<file path="src/rtl/spct_pkg.sv">
package spct_pkg;

  // channel 0 is the shear, channels 1 to 5 are the punch presses
  localparam int CH_NUM    = 6;
  localparam int SHEAR_CH  = 0;

  // field widths: milliseconds for times, feet per minute for speeds
  localparam int DWELL_W   = 15;
  localparam int BOOST_W   = 14;
  localparam int LEAD_W    = 10;
  localparam int VEL_W     = 10;
  localparam int TTT_W     = 16;
  localparam int TICK_W    = 18;

  // configuration switch positions within cfg_sw (switch n at bit n-1)
  localparam int SW1_BIT   = 0;
  localparam int SW2_BIT   = 1;
  localparam int SW4_BIT   = 3;
  localparam int SW5_BIT   = 4;
  localparam int SW6_BIT   = 5;
  localparam int CFG_W     = 6;

  // timing: one timer step is one millisecond
  localparam int CLK_PERIOD_NS = 5;
  localparam int STEP_NS       = 1000000;
  localparam int TICK_CYC      = STEP_NS / CLK_PERIOD_NS;

  // reset values
  localparam logic [DWELL_W-1:0] DWELL_ZERO = 15'h0000;
  localparam logic [BOOST_W-1:0] BOOST_ZERO = 14'h0000;
  localparam logic [LEAD_W-1:0]  LEAD_ZERO  = 10'h000;
  localparam logic [VEL_W-1:0]   VEL_ZERO   = 10'h000;
  localparam logic [TICK_W-1:0]  TICK_ZERO  = 18'h00000;

  typedef enum logic [1:0] {
    DN_IDLE,
    DN_DOWN,
    DN_UP
  } spct_dn_type;

  typedef enum logic {
    BS_IDLE,
    BS_ON
  } spct_bs_type;

endpackage

</file>
<file path="src/rtl/spct_sync.sv">
`timescale 1ns/1ps
module spct_sync #(
  parameter int WIDTH = 1
) (
  input  wire logic             sys_clk,
  input  wire logic             sys_rst,
  input  wire logic [WIDTH-1:0] async_in,
  output logic      [WIDTH-1:0] sync_out
);

  logic [WIDTH-1:0] meta_q;
  logic [WIDTH-1:0] sync_q;

  // meta_q feeds sync_q and nothing else
  always_ff @(posedge sys_clk) begin
    if (sys_rst) begin
      meta_q <= '0;
      sync_q <= '0;
    end else begin
      meta_q <= async_in;
      sync_q <= meta_q;
    end
  end

  assign sync_out = sync_q;

endmodule

</file>
<file path="src/rtl/spct_tick.sv">
`timescale 1ns/1ps
module spct_tick
  import spct_pkg::*;
#(
  parameter int unsigned TICK_LEN = TICK_CYC
) (
  input  wire logic sys_clk,
  input  wire logic sys_rst,
  output logic      tick
);

  localparam logic [TICK_W-1:0] LAST = TICK_W'(TICK_LEN - 1);

  logic [TICK_W-1:0] cnt_q;
  logic [TICK_W-1:0] cnt_d;
  logic              tick_q;
  logic              tick_d;

  always_comb begin
    tick_d = (cnt_q == LAST);
    cnt_d  = tick_d ? TICK_ZERO : cnt_q + 18'h00001;
  end

  always_ff @(posedge sys_clk) begin
    if (sys_rst) begin
      cnt_q  <= TICK_ZERO;
      tick_q <= 1'b0;
    end else begin
      cnt_q  <= cnt_d;
      tick_q <= tick_d;
    end
  end

  assign tick = tick_q;

endmodule

</file>
<file path="src/rtl/spct_top.sv">
`timescale 1ns/1ps
// How it works
// - down output held for programmed down dwell
// - completion input may end down dwell early
// - up output held for programmed up dwell
// - timed up only with switch 2 on
// - boost output held for boost dwell, automatic
// - shear boost needs switch 1 on, 2 off
// - shear down fires early by reaction lead
// - boost fires early by its own lead
// - boost suppressed below enable velocity
// - zero enable velocity means no speed limit
// - missing completion raises error, leaves run mode
// - each press has its own down dwell
// - press up needs switch 2 and press switch
// - press boost needs switches 1 on, 2 off
// - press down early needs switches 1 and 4
// - press boost early by its own lead
// - press boost gated by own enable velocity
module spct_top
  import spct_pkg::*;
#(
  parameter int unsigned TICK_LEN = spct_pkg::TICK_CYC
) (
  input  wire logic                                  sys_clk,
  input  wire logic                                  sys_rst,
  input  wire logic [spct_pkg::CFG_W-1:0]            cfg_sw,
  input  wire logic [spct_pkg::CH_NUM-1:0]           manual_start,
  input  wire logic [spct_pkg::CH_NUM-1:0]           auto_cycle,
  input  wire logic [spct_pkg::CH_NUM-1:0][spct_pkg::TTT_W-1:0]
                                                     time_to_target_ms,
  input  wire logic [spct_pkg::VEL_W-1:0]            line_speed_fpm,
  input  wire logic [spct_pkg::CH_NUM-1:0][spct_pkg::DWELL_W-1:0]
                                                     dwell_down_ms,
  input  wire logic [spct_pkg::CH_NUM-1:0][spct_pkg::DWELL_W-1:0]
                                                     dwell_up_ms,
  input  wire logic [spct_pkg::CH_NUM-1:0][spct_pkg::BOOST_W-1:0]
                                                     dwell_boost_ms,
  input  wire logic [spct_pkg::CH_NUM-1:0][spct_pkg::LEAD_W-1:0]
                                                     lead_down_ms,
  input  wire logic [spct_pkg::CH_NUM-1:0][spct_pkg::LEAD_W-1:0]
                                                     lead_boost_ms,
  input  wire logic [spct_pkg::CH_NUM-1:0][spct_pkg::VEL_W-1:0]
                                                     boost_vel_fpm,
  input  wire logic [spct_pkg::CH_NUM-1:0]           cmp_in_use,
  input  wire logic [spct_pkg::CH_NUM-1:0]           expect_cmp,
  input  wire logic [spct_pkg::CH_NUM-1:0]           cmp_sw,
  input  wire logic [spct_pkg::CH_NUM-1:0]           err_clr,
  output logic      [spct_pkg::CH_NUM-1:0]           down_out,
  output logic      [spct_pkg::CH_NUM-1:0]           up_out,
  output logic      [spct_pkg::CH_NUM-1:0]           boost_out,
  output logic      [spct_pkg::CH_NUM-1:0]           cmp_err,
  output logic                                       run_exit
);

  import spct_pkg::*;

  ////////////////////////////////////////////////////////////////////////////
  // pin synchronisers and millisecond step

  logic [CFG_W-1:0]  sw_s;
  logic [CH_NUM-1:0] cmp_s;
  logic              tick;

  spct_sync #(
    .WIDTH (CFG_W + CH_NUM)
  ) u_sync (
    .sys_clk  (sys_clk),
    .sys_rst  (sys_rst),
    .async_in ({cfg_sw, cmp_sw}),
    .sync_out ({sw_s, cmp_s})
  );

  // timers step on a shared tick, so a dwell may run short by up to one
  // step; finer per-channel phase was traded for one shared prescaler
  spct_tick #(
    .TICK_LEN (TICK_LEN)
  ) u_tick (
    .sys_clk (sys_clk),
    .sys_rst (sys_rst),
    .tick    (tick)
  );

  ////////////////////////////////////////////////////////////////////////////
  // configuration decode

  logic press_cfg;
  logic up_cfg;
  logic boost_cfg;
  logic sh_lead_cfg;
  logic pr_lead_cfg;

  always_comb begin
    press_cfg   = sw_s[SW4_BIT] | sw_s[SW5_BIT] | sw_s[SW6_BIT];
    up_cfg      = sw_s[SW2_BIT];
    boost_cfg   = sw_s[SW1_BIT] & ~sw_s[SW2_BIT];
    sh_lead_cfg = sw_s[SW1_BIT];
    pr_lead_cfg = sw_s[SW1_BIT] & sw_s[SW4_BIT];
  end

  ////////////////////////////////////////////////////////////////////////////
  // per-channel press cycle

  logic [CH_NUM-1:0] err_set;
  logic [CH_NUM-1:0] down_q;
  logic [CH_NUM-1:0] up_q;
  logic [CH_NUM-1:0] boost_q;

  genvar gi;
  generate
    for (gi = 0; gi < CH_NUM; gi++) begin : g_ch
      spct_dn_type        st_q;
      spct_dn_type        st_d;
      spct_bs_type        bs_q;
      spct_bs_type        bs_d;
      logic [DWELL_W-1:0] cnt_q;
      logic [DWELL_W-1:0] cnt_d;
      logic [BOOST_W-1:0] bcnt_q;
      logic [BOOST_W-1:0] bcnt_d;
      logic               fired_q;
      logic               fired_d;
      logic               bfired_q;
      logic               bfired_d;
      logic               ch_en;
      logic               up_en;
      logic               boost_en;
      logic [LEAD_W-1:0]  lead_dn;
      logic               auto_fire;
      logic               boost_win;
      logic               vel_ok;
      logic               cmp_end;
      logic               go_up;
      logic               err_d;

      // enables and early-fire windows
      always_comb begin
        if (gi == SHEAR_CH) begin
          ch_en    = 1'b1;
          lead_dn  = sh_lead_cfg ? lead_down_ms[gi] : LEAD_ZERO;
        end else begin
          ch_en    = press_cfg;
          lead_dn  = pr_lead_cfg ? lead_down_ms[gi] : LEAD_ZERO;
        end
        up_en     = ch_en & up_cfg;
        boost_en  = ch_en & boost_cfg;
        auto_fire = auto_cycle[gi] & ~fired_q &
                    (time_to_target_ms[gi] <= TTT_W'(lead_dn));
        boost_win = boost_en & auto_cycle[gi] & ~bfired_q &
                    (time_to_target_ms[gi] <=
                     TTT_W'(lead_boost_ms[gi]));
        vel_ok    = (boost_vel_fpm[gi] == VEL_ZERO) |
                    (line_speed_fpm >= boost_vel_fpm[gi]);
        cmp_end   = cmp_s[gi] & (cmp_in_use[gi] | expect_cmp[gi]);
      end

      // down and up sequence
      always_comb begin
        st_d       = st_q;
        cnt_d      = cnt_q;
        fired_d    = auto_cycle[gi] ? fired_q : 1'b0;
        err_d      = 1'b0;
        go_up      = 1'b0;
        case (st_q)
          DN_IDLE: begin
            if (ch_en && (manual_start[gi] || auto_fire)) begin
              st_d  = DN_DOWN;
              cnt_d = dwell_down_ms[gi];
              if (auto_fire) begin
                fired_d = 1'b1;
              end
            end
          end
          DN_DOWN: begin
            if (cmp_end) begin
              go_up = 1'b1;
            end else if (tick && cnt_q <= 15'h0001) begin
              go_up = 1'b1;
              err_d = expect_cmp[gi];
            end else if (tick) begin
              cnt_d = cnt_q - 15'h0001;
            end
          end
          DN_UP: begin
            if (tick && cnt_q <= 15'h0001) begin
              st_d = DN_IDLE;
            end else if (tick) begin
              cnt_d = cnt_q - 15'h0001;
            end
          end
          default: begin
            st_d = DN_IDLE;
          end
        endcase
        // up only follows a finished down, so the two never overlap
        if (go_up) begin
          if (up_en && dwell_up_ms[gi] != DWELL_ZERO) begin
            st_d  = DN_UP;
            cnt_d = dwell_up_ms[gi];
          end else begin
            st_d = DN_IDLE;
          end
        end
      end

      // boost runs beside the down sequence; the speed is judged once per
      // cycle, so a slow line at the window's start skips the boost whole
      always_comb begin
        bs_d     = bs_q;
        bcnt_d   = bcnt_q;
        bfired_d = auto_cycle[gi] ? bfired_q : 1'b0;
        case (bs_q)
          BS_IDLE: begin
            if (boost_win) begin
              bfired_d = 1'b1;
              if (vel_ok && dwell_boost_ms[gi] != BOOST_ZERO) begin
                bs_d   = BS_ON;
                bcnt_d = dwell_boost_ms[gi];
              end
            end
          end
          BS_ON: begin
            if (tick && bcnt_q <= 14'h0001) begin
              bs_d = BS_IDLE;
            end else if (tick) begin
              bcnt_d = bcnt_q - 14'h0001;
            end
          end
          default: begin
            bs_d = BS_IDLE;
          end
        endcase
      end

      always_ff @(posedge sys_clk) begin
        if (sys_rst) begin
          st_q        <= DN_IDLE;
          bs_q        <= BS_IDLE;
          cnt_q       <= DWELL_ZERO;
          bcnt_q      <= BOOST_ZERO;
          fired_q     <= 1'b0;
          bfired_q    <= 1'b0;
          down_q[gi]  <= 1'b0;
          up_q[gi]    <= 1'b0;
          boost_q[gi] <= 1'b0;
        end else begin
          st_q        <= st_d;
          bs_q        <= bs_d;
          cnt_q       <= cnt_d;
          bcnt_q      <= bcnt_d;
          fired_q     <= fired_d;
          bfired_q    <= bfired_d;
          down_q[gi]  <= (st_d == DN_DOWN);
          up_q[gi]    <= (st_d == DN_UP);
          boost_q[gi] <= (bs_d == BS_ON);
        end
      end

      assign err_set[gi] = err_d;

      //////////////////////////////////////////////////////////////////////
      // checks

      a_down_up_excl: assert property (
        @(posedge sys_clk) disable iff (sys_rst)
        !(down_q[gi] && up_q[gi]))
        else $error("down and up outputs asserted together");

      a_up_after_down: assert property (
        @(posedge sys_clk) disable iff (sys_rst)
        $rose(up_q[gi]) |-> $past(down_q[gi]) && $past(up_cfg))
        else $error("up output started without a preceding down");

      a_boost_cfg_gate: assert property (
        @(posedge sys_clk) disable iff (sys_rst)
        $rose(boost_q[gi]) |-> $past(boost_cfg))
        else $error("boost started outside flying cutoff setting");

      a_boost_vel_gate: assert property (
        @(posedge sys_clk) disable iff (sys_rst)
        $rose(boost_q[gi]) |->
          ($past(boost_vel_fpm[gi]) == VEL_ZERO) ||
          ($past(line_speed_fpm) >= $past(boost_vel_fpm[gi])))
        else $error("boost started below enable velocity");

      a_boost_lead_win: assert property (
        @(posedge sys_clk) disable iff (sys_rst)
        $rose(boost_q[gi]) |-> $past(time_to_target_ms[gi]) <=
          TTT_W'($past(lead_boost_ms[gi])))
        else $error("boost started outside its lead window");

      a_manual_start: assert property (
        @(posedge sys_clk) disable iff (sys_rst)
        (st_q == DN_IDLE) && ch_en && manual_start[gi] |=> down_q[gi])
        else $error("manual start did not raise down output");

      a_cmp_ends_down: assert property (
        @(posedge sys_clk) disable iff (sys_rst)
        down_q[gi] && cmp_end |=> !down_q[gi])
        else $error("completion input did not end down dwell");

      a_err_on_expire: assert property (
        @(posedge sys_clk) disable iff (sys_rst)
        down_q[gi] && tick && cnt_q <= 15'h0001 && !cmp_end &&
          expect_cmp[gi] |=> cmp_err[gi] && run_exit)
        else $error("missed completion did not flag an error");
    end
  endgenerate

  ////////////////////////////////////////////////////////////////////////////
  // completion errors: a new error wins over a clear in the same cycle

  logic [CH_NUM-1:0] err_q;
  logic [CH_NUM-1:0] err_d;
  logic              exit_q;
  logic              exit_d;

  always_comb begin
    err_d  = (err_q & ~err_clr) | err_set;
    exit_d = |err_set;
  end

  always_ff @(posedge sys_clk) begin
    if (sys_rst) begin
      err_q  <= '0;
      exit_q <= 1'b0;
    end else begin
      err_q  <= err_d;
      exit_q <= exit_d;
    end
  end

  assign down_out  = down_q;
  assign up_out    = up_q;
  assign boost_out = boost_q;
  assign cmp_err   = err_q;
  assign run_exit  = exit_q;

endmodule

</file>
<file path="config.mk">
export PLATFORM = sky130hd
export DESIGN_NAME = spct_top
export DESIGN_NICKNAME = d
export VERILOG_FILES = /design/src/rtl/spct_pkg.sv /design/src/rtl/spct_sync.sv /design/src/rtl/spct_tick.sv /design/src/rtl/spct_top.sv
export SDC_FILE = /design/constraint.sdc
export NUM_CORES = 1
export LEC_CHECK = 0
export ABC_AREA = 1
export BUFFER_PORTS_ARGS = -buffer_cell sky130_fd_sc_hd__buf_4
export CORE_MARGIN = 10
export CORE_UTILIZATION = 50
export DETAILED_ROUTE_END_ITERATION = 12
export PLACE_DENSITY_LB_ADDON = 0.12
export SYNTH_ARGS = -nofsm -noshare
export SYNTH_HDL_FRONTEND = slang
export SYNTH_SLANG_ARGS = --single-unit
</file>
<file path="constraint.sdc">
create_clock -name sys_clk -period 8 [get_ports sys_clk]
set_input_delay 1.6 -clock sys_clk [delete_from_list [all_inputs] [get_ports sys_clk]]
set_output_delay 1.6 -clock sys_clk [all_outputs]
set_load 0.01 [all_outputs]
</file>
# Yosys cells after proc, flatten, opt, wreduce, memory -nomap -nowiden
# Cells that the tools add are included.
[totals]
reg_bits = 266
latch_bits = 0
ram_bits = 0
mem_bits_ro = 0
inputBits = 594
out_inout_bits = 25
elab_cells = 499
n_memories = 0
[classes]
add_sub_neg = 13
n_mul = 0
div_mod_pow = 0
n_lt_le_gt_ge = 30
eq_ne = 49
shift = 0
n_mux = 210
bitwise_logic = 76
reduce_logical = 67
[ops]
columns = ["op", "count"]
rows = [
  ["$mux 15", 36],
  ["$mux 14", 24],
  ["$pmux 15 s3", 6],
  ["$le 16x10->1", 12],
  ["$pmux 14 s2", 6],
  ["$mux 1", 96],
  ["$le 15x1->1 const B", 6],
  ["$reduce_bool 15->1", 6],
  ["$sub 15x1->15 const B", 6],
  ["$le 14x1->1 const B", 6],
  ["$reduce_bool 14->1", 6],
  ["$sub 14x1->14 const B", 6],
  ["$ge 10x10->1", 6],
  ["$logic_not 10->1", 6],
  ["$mux 10", 6],
  ["$mux 2", 24],
  ["$and 1x1->1", 40],
  ["$ne 2x2->1 const B", 18],
  ["$pmux 2 s3", 6],
  ["$logic_and 1x1->1", 29],
  ["$eq 2x1->1 const B", 12],
  ["$eq 2x2->1 const B", 12],
  ["$reduce_and 4->1", 6],
  ["$not 1->1", 19],
  ["other kinds (12)", 45],
]

# Logic depth before layout (Yosys ltp)
# Gate-level depths: netlist of the first run.
[depth]
word_depth = 10
mapped_depth = 22
ltp_nobuf = 20

# Hierarchy
# From an unflattened synthesis of the first run, not the netlist that was laid out.
[hier_totals]
cells_unflattened = 4337
area_unflattened_um2 = 25514.5
[modules_own_cells]
columns = ["module", "instances", "cells_each", "area_per_inst_um2", "seq_area_each_um2"]
rows = [
  ["spct_top", 1, 4123, 23884.2, 4464.3],
  ["spct_tick", 1, 140, 947.2, 380.4],
  ["spct_sync", 1, 74, 683.2, 480.5],
]

# Worst setup path before layout of the first run
# Ideal clock, no wire load.
[synth_timing]
path_type = "input port to flip-flop"
start = "input port lead_down_ms[39] (netlist name)"
end = "register g_ch[3].cnt_q[11]"
setup_time_ps = 109
arrival_ps = 3160
t_required_ps = 7891
slack_ps = 4732
cell_stages = 18
n_path_buf = 1
path_cell_list = "nand2_1 -> ha_1 -> nand2_1 -> inv_1 -> nand2_1 -> nor2_1 -> nand3_1 -> nand2_1 -> nand2_1 -> nand2_1 -> nand2_2 -> nand2_1 -> buf_2 -> nand2_1 -> nand3_1 -> nand3_1 -> nand2_1 -> inv_1"
[synth_between]
elab_chain_len = 9
[synth_rtl]
columns = ["element", "line_no", "text"]
rows = [
  ["start, declared", "spct_top.sv:40", "lead_down_ms,"],
  ["$mux 10 (*)", "spct_top.sv:142", "lead_dn = pr_lead_cfg ? lead_down_ms[gi] : LEAD_ZERO;"],
  ["$le 16x10->1 (*)", "spct_top.sv:147", "(time_to_target_ms[gi] <= TTT_W'(lead_dn));"],
  ["$and 1x1->1 (*)", "spct_top.sv:146", "auto_fire = auto_cycle[gi] & ~fired_q &"],
  ["$logic_or 1x1->1 (*)", "spct_top.sv:165", "if (ch_en && (manual_start[gi] || auto_fire)) begin"],
  ["$logic_and 1x1->1 (*)", "spct_top.sv:165", ""],
  ["$mux 15 (*)", "spct_top.sv:165", ""],
  ["$pmux 15 s3 (*)", "spct_top.sv:163", "case (st_q)"],
  ["$mux 15", "spct_top.sv:196", "if (up_en && dwell_up_ms[gi] != DWELL_ZERO) begin"],
  ["$mux 15 (*)", "spct_top.sv:195", "if (go_up) begin"],
  ["end signal, assigned", "spct_top.sv:248", "cnt_q <= cnt_d;"],
  ["end, declared", "spct_top.sv:116", "logic [DWELL_W-1:0] cnt_q;"],
]
# Every way passes the cells marked *; elsewhere a longest branch is shown, timed or not.
# A chain may end at the register's enable or synchronous reset.

# Worst setup path in the final report of the first run
[layout_timing]
start = "register u_sync.sync_q[6] (netlist: u_sync.sync_out[6])"
end = "register g_ch[2].cnt_q[0]"
[layout_between]
elab_chain_len = 10
[layout_rtl]
columns = ["element", "line_no", "text"]
rows = [
  ["start, declared", "spct_sync.sv:12", "logic [WIDTH-1:0] sync_q;"],
  ["start signal, assigned", "spct_sync.sv:21", "sync_q <= meta_q;"],
  ["$and 1x1->1 (*)", "spct_top.sv:98", "pr_lead_cfg = sw_s[SW1_BIT] & sw_s[SW4_BIT];"],
  ["$mux 10 (*)", "spct_top.sv:142", ""],
  ["$le 16x10->1 (*)", "spct_top.sv:147", ""],
  ["$and 1x1->1 (*)", "spct_top.sv:146", ""],
  ["$logic_or 1x1->1 (*)", "spct_top.sv:165", ""],
  ["$logic_and 1x1->1 (*)", "spct_top.sv:165", ""],
  ["$mux 15 (*)", "spct_top.sv:165", ""],
  ["$pmux 15 s3 (*)", "spct_top.sv:163", ""],
  ["$mux 15", "spct_top.sv:196", ""],
  ["$mux 15 (*)", "spct_top.sv:195", ""],
  ["end signal, assigned", "spct_top.sv:248", ""],
  ["end, declared", "spct_top.sv:116", ""],
]
# Marks and branches as above.

==> results of run 1 <==
[cell usage after synthesis (all sizes together) (2+ instances only)]
master,n,share of area [%]
nand3b,6,0.18
buf,61,1.3
o31ai,6,0.18
a31o,2,0.068
nand3,421,8.3
o2111ai,5,0.17
nor3b,4,0.12
a211oi,5,0.15
nand2,1031,15
o22ai,3,0.073
inv,668,9.8
clkbuf,83,1.2
nor3,48,1.0
a21oi,229,4.5
o21a,16,0.47
a21boi,3,0.088
or3,3,0.073
mux2i,14,0.55
nor2,761,11
xor2,54,1.8
a21o,2,0.058
o21ai,329,6.4
or2,11,0.27
xnor2,16,0.55
dfxtp,264,21
o21bai,8,0.23
o211ai,22,0.64
nand4,116,2.9
clkinv,4,0.058
nor4,46,1.1
a31oi,6,0.15
ha,205,10
[flip-flops by register name, summed over array words and instances, names as in the netlist]
name,cells
g_ch.cnt_q,90
u_sync.meta_q,11
u_tick.tick,1
run_exit,1
cmp_err,6
g_ch.st_q,12
up_out,6
u_sync.sync_out,11
g_ch.bs_q,6
g_ch.fired_q,6
g_ch.bfired_q,6
g_ch.bcnt_q,84
u_tick.cnt_q,18
down_out,6
[cell type report]
cell class	count	area, µm²
clock buffer	38	852.1
timing repair buffer	636	4775
sequential	264	5289
multi-input combinational	3377	17240
tap	680	850.8
fill	5159	19210
clock inverter	20	330.3
antenna	7	17.52
inverter	672	2527
[kinds of logic after synthesis]
| family | Yosys count |
|---|---|
| XOR/XNOR | 70 |
| flip-flops | 264 |
| AO/OA/AOI/OAI | 639 |
| adder cells (fa/ha/maj) | 205 |
| buffers and inverters | 816 |
| AND/OR/NAND/NOR | 2449 |
| multiplexers | 14 |
[per-layer routing]
metal  share of wire, %  global-route usage, %  vias up
li1                   -                      -    15440
met1                 42                  37.76    13670
met2                 46                  50.25     1182
met3                7.9                  5.384      188
met4                3.8                  10.70        2
met5             0.0093                      0        -
[final timing paths]
| kind | startpoint | end | cells past startpoint |
|---|---|---|---|
| worst max-delay path | u_sync.sync_out[6] | g_ch[2].cnt_q[0] | 18 |
| worst max register to register | u_sync.sync_out[6] | g_ch[2].cnt_q[0] | 18 |
| worst min register to register | u_sync.meta_q[4] | u_sync.sync_out[4] | 2 |
| worst min-delay path | u_sync.meta_q[4] | u_sync.sync_out[4] | 2 |
[power by group]
group / internal [µW] / switching, µW / total (µW)
logic: 472 / 635 / 1110
registers: 1360 / 59.2 / 1420
clock network: 1020 / 641 / 1660
total: 2850 / 1340 / 4180
[stage by stage]
step | util, % | instance area, µm²
detailed placement | 60.05 | 30680
floorplan | - | 25710
CTS | 62.36 | 31860
global route | 62.39 | 31880
finish | 62.40 | 31880
global placement | 60.05 | 30680
[layout by cell type (no fill, tap or decap), types with 9 or more instances in the layout]
| master | n |
|---|---|
| nand3_1 | 418 |
| inv_1 | 659 |
| xor2_1 | 54 |
| xnor2_1 | 16 |
| dfxtp_1 | 263 |
| nor2_1 | 741 |
| nor3_1 | 44 |
| o21a_1 | 16 |
| nor4_1 | 45 |
| o211ai_1 | 22 |
| o21ai_0 | 317 |
| or2_2 | 9 |
| nor2_2 | 14 |
| ha_1 | 205 |
| nand2_2 | 17 |
| mux2i_1 | 14 |
| a21oi_1 | 228 |
| o21ai_1 | 12 |
| nand2_1 | 1008 |
| buf_4 | 636 |
| clkbuf_16 | 31 |
| nand4_1 | 114 |
[worst register-to-register path: stages (launching register included)]
cell and delay [ns]:
dfxtp_1 0.68, nand2_1 0.43, inv_2 0.75, nand2_1 0.14, ha_1 0.34, nand2_1 0.05
inv_1 0.05, nand2_1 0.04, nor2_1 0.17, nand3_1 0.09, nand2_1 0.15, nand2_1 0.20
nand2_1 0.41, nand2_1 0.48, nor2_1 0.65, nand2_1 0.10, nand3_1 0.11, nand2_1 0.05
inv_1 0.04
==> results.sh, run 1 <==
export IMPL_status="complete, no violations"
export IMPL_powerDensity_mw_per_mm2=131.2
export IMPL_worstSetupStartpointType="register"
export IMPL_die_area_mm2=0.06089
export IMPL_cts_buffers=31
export IMPL_ys_flop_type="dfxtp_1"
export IMPL_report_final_slew_viol_count=0
export IMPL_cp_required_ns=8.55
export IMPL_grt_max_degree=78
export IMPL_gp_congestion=0.9683
export IMPL_tns_ns=0
export IMPL_max_freq_mhz=201.2
export IMPL_vias_per_cell=5.354
export IMPL_finalHoldViolCount=0
export IMPL_syn_area_per_cell_um2=5.769
export IMPL_worst_slack_ns=3.031
export IMPL_grt_pass1_vias=27900
export IMPL_netlist_area_mm2=0.02571
export IMPL_synthAdderAreaFrac_pct=9.976
export IMPL_grt_antenna_before_repair=9
export IMPL_yosys_register_bits=264
export IMPL_chipHeight_um=246.8
export IMPL_yosys_area_share_xor_xnor_pct=2.385
export IMPL_ios=619
export IMPL_worst_path_buf_inv=3
export IMPL_p_leak_uw=0.01699
export IMPL_synth_cells=4457
export IMPL_drive_gt1_share_pct=15.32
export IMPL_critPathKind="register to register"
export IMPL_cpMostUsedCell="nand2_1"
export IMPL_setup_viol=0
export IMPL_clk_pin_slew_ns=0.06
export IMPL_fin_skew_ns=0.02159
export IMPL_fin_crit_sh_pct=62.11
export IMPL_syn_to_final_growth_pct=24.00
export IMPL_clk_latency_ns=0.60
export IMPL_path_cells="nand2_1 -> inv_2 -> nand2_1 -> ha_1 -> nand2_1 -> inv_1 -> nand2_1 -> nor2_1 -> nand3_1 -> nand2_1 -> nand2_1 -> nand2_1 -> nand2_1 -> nor2_1 -> nand2_1 -> nand3_1 -> nand2_1 -> inv_1"
export IMPL_port_buffers=617
export IMPL_post_drt_wl_per_cell_um=17.05
export IMPL_grt_total_usage_pct=29.93
export IMPL_synth_edf_count=0
export IMPL_cp_slowest_cell="inv_2"
export IMPL_core_area_mm2=0.05109
export IMPL_die_w_um=246.8
export IMPL_vias=30490
export IMPL_synth_yosys_seq_area_share_pct=20.56
export IMPL_synth_compound_area_share_pct=13.27
export IMPL_final_cell_count_no_fill=5694
export IMPL_cts_resized=0
export IMPL_hp_class="register to register"
export IMPL_dp_slack_ns=3.145
export IMPL_root_buffer="clkbuf_16"
export IMPL_nets=5781
export IMPL_row_count=83
export IMPL_h_tree_depth=1
export IMPL_ir_drop_mv=0.1780
export IMPL_hpwl_mm=77.42
export IMPL_placedCellCount=5629
export IMPL_drt_pass1_iter_count=7
export IMPL_grt_pass1_wl_mm=148.6
export IMPL_rsz0062_at_grt="no"
export IMPL_maxCapViolations=0
export IMPL_ys_warn_count=0
export IMPL_yosys_area_share_simple_pct=40.88
export IMPL_ys_async_sr_fraction_pct=0
export IMPL_r2r_setup_slack_ns=3.03
export IMPL_clockBufferDepth=3
export IMPL_cts_tree="yes"
export IMPL_start_util_pct=50.32
export IMPL_hold_ws_ns=0.4017
export IMPL_wirelength_mm=97.10
export IMPL_slew_headroom_pct=28.00
export IMPL_cts_sink_count=264
export IMPL_fin_crit_ns=4.969
export IMPL_cp_top_family="simple AND/OR/NAND/NOR gates"
export IMPL_synth_cell_type_count=56
export IMPL_worst_path_max_fanout=45
export IMPL_synthMuxAreaShare_pct=0.5450
export IMPL_first_iter_violations=2584
export IMPL_ant_nets=0
export IMPL_crit_arrival_ns=5.52
export IMPL_cts_setup_buffers=0
export IMPL_power_uw=4183
export IMPL_grt_ovfl_total=0
export IMPL_tightest_slew_ns=1.073
export IMPL_drc=0
export IMPL_endpoint_kind="register"
export IMPL_synth_nets=5256
export IMPL_holdBufCountCts=0
export IMPL_synth_top_family_by_area="simple AND/OR/NAND/NOR gates"
export IMPL_cpPeakStageDelay_ns=0.74
No activity file was read; power rests on OpenSTA's default activity.
==> inputs of run 2 (changes only) <==
==> constraint.sdc (replaced) <==
create_clock -name sys_clk -period 5 [get_ports sys_clk]
set_input_delay 1 -clock sys_clk [delete_from_list [all_inputs] [get_ports sys_clk]]
set_output_delay 1 -clock sys_clk [all_outputs]
set_load 0.01 [all_outputs]
==> run 2 against run 1 <==
Wire length fell by 0.17%. Setup slack worse by 1.8 ns. Non-clock buffer count grew 5. Worst hold slack better by 0.0024 ns. Maximum frequency up 33%. Core utilization up 0.16 points. Clock power grew 65%. Critical path depth rose by 2. Via count fell by 0.18%. Highest routed layer is now met4.
==> results.sh, run 2 (synthesized netlist as in run 1, its figures left out) <==
export IMPL_status="complete, no violations"
export IMPL_vias_per_cell=5.333
export IMPL_cts_tree="yes"
export IMPL_row_count=83
export IMPL_fin_skew_ns=0.02871
export IMPL_core_area_mm2=0.05109
export IMPL_dp_slack_ns=1.274
export IMPL_p_leak_uw=0.01703
export IMPL_holdBufCountCts=0
export IMPL_final_util_pct=62.56
export IMPL_power_uw=6779
export IMPL_syn_to_final_growth_pct=24.32
export IMPL_worst_path_max_fanout=33
export IMPL_chipHeight_um=246.8
export IMPL_regMostFlops="g_ch.cnt_q"
export IMPL_powerDensity_mw_per_mm2=212.1
export IMPL_grt_ovfl_total=0
export IMPL_clk_pin_slew_ns=0.06
export IMPL_fin_crit_sh_pct=74.98
export IMPL_grt_max_degree=67
export IMPL_die_w_um=246.8
export IMPL_ios=619
export IMPL_drt_pass1_iter_count=6
export IMPL_slew_headroom_pct=31.41
export IMPL_cts_buffers=31
export IMPL_endpoint_kind="register"
export IMPL_final_cell_count_no_fill=5706
export IMPL_grt_antenna_before_repair=12
export IMPL_clockBufferDepth=3
export IMPL_placedCellCount=5634
export IMPL_hp_class="register to register"
export IMPL_cp_required_ns=5.49
export IMPL_rsz0062_at_grt="no"
export IMPL_drc=0
export IMPL_root_buffer="clkbuf_16"
export IMPL_setup_viol=0
export IMPL_port_buffers=617
export IMPL_report_final_slew_viol_count=0
export IMPL_ir_drop_mv=0.2867
export IMPL_tns_ns=0
export IMPL_wirelength_mm=96.93
export IMPL_worstSetupStartpointType="register"
export IMPL_grt_pass1_vias=27870
export IMPL_finalHoldViolCount=0
export IMPL_cp_slowest_cell="nand2_1"
export IMPL_crit_arrival_ns=4.23
export IMPL_grt_total_usage_pct=30.13
export IMPL_h_tree_depth=1
export IMPL_start_util_pct=50.32
export IMPL_hpwl_mm=76.94
export IMPL_post_drt_wl_per_cell_um=16.99
export IMPL_critPathKind="register to register"
export IMPL_path_cells="nand2_1 -> inv_2 -> buf_4 -> nand2_1 -> ha_1 -> nand2_1 -> inv_1 -> nand2_1 -> nor2_1 -> nand3_1 -> nand2_1 -> nand2_1 -> nand2_1 -> nand2_2 -> nand2_1 -> nand2_1 -> nand3_1 -> nand3_1 -> nand2_1 -> inv_1"
export IMPL_cpPeakStageDelay_ns=0.55
export IMPL_max_freq_mhz=266.8
export IMPL_nets=5786
export IMPL_die_area_mm2=0.06089
export IMPL_tightest_slew_ns=1.025
export IMPL_largest_register_ffs=90
export IMPL_cpMostUsedCell="nand2_1"
export IMPL_reg_top3="g_ch.cnt_q (90), g_ch.bcnt_q (84), u_tick.cnt_q (18)"
export IMPL_ant_nets=0
export IMPL_final_common_cell="nand2_1"
export IMPL_gp_congestion=0.9818
export IMPL_final_cell_mix="1008 x nand2_1, 741 x nor2_1, 659 x inv_1"
export IMPL_drive_gt1_share_pct=15.38
export IMPL_first_iter_violations=2465
export IMPL_fin_crit_ns=3.749
export IMPL_grt_pass1_wl_mm=148.8
export IMPL_maxCapViolations=0
export IMPL_worst_slack_ns=1.251
export IMPL_vias=30430
export IMPL_cts_resized=0
export IMPL_clk_latency_ns=0.60
export IMPL_cts_sink_count=264
export IMPL_cts_setup_buffers=0
run 2: worst max-delay path, delay by kind of cell (launching register included):
family,cells,cell delay [ns]
DFF,1,0.33
adders and majority gates,1,0.30
and+or+nand+nor,15,2.15
buffers and inverters,4,0.87
run 2: stage by stage:
step / area, µm² / hold slack, ns
floorplan: 25710 / 0.3883
global placement: 30720 / 0.3912
detailed placement: 30720 / 0.3945
CTS: 31930 / 0.4028
global route: 31960 / 0.4161
finish: 31960 / 0.4041
run 2: final cells by class:
type / instances / area, µm²
fill: 5172 / 19130
multi-input combinational: 3377 / 17240
sequential: 264 / 5289
timing repair buffer: 641 / 4812
inverter: 672 / 2527
tap: 680 / 850.8
clock buffer: 36 / 814.5
clock inverter: 22 / 394.1
antenna: 14 / 35.03
run 2: per-layer routing:
layer | global-route usage [%] | vias to the layer above | wire [µm]
met1 | 38.09 | 13640 | 40770
li1 | - | 15460 | -
met5 | 0 | - | 0
met2 | 49.85 | 1154 | 44600
met4 | 11.33 | 0 | 3559
met3 | 5.913 | 175 | 8003
run 2: worst paths after layout:
| check | from | end | slack [ns] | cells past startpoint |
|---|---|---|---|---|
| setup reg to reg | u_sync.sync_out[9] | g_ch[5].cnt_q[11] | 1.25 | 20 |
| setup / recovery | u_sync.sync_out[9] | g_ch[5].cnt_q[11] | 1.25 | 20 |
| hold / removal | u_sync.meta_q[5] | u_sync.sync_out[5] | 0.40 | 2 |
| hold reg to reg | u_sync.meta_q[5] | u_sync.sync_out[5] | 0.40 | 2 |
run 2: power by group:
part | switching, µW | leakage, µW | internal (µW)
sequential | 94.2 | 0.00215 | 2170
clock | 1010 | 0.000592 | 1730
combinational | 1010 | 0.0143 | 756
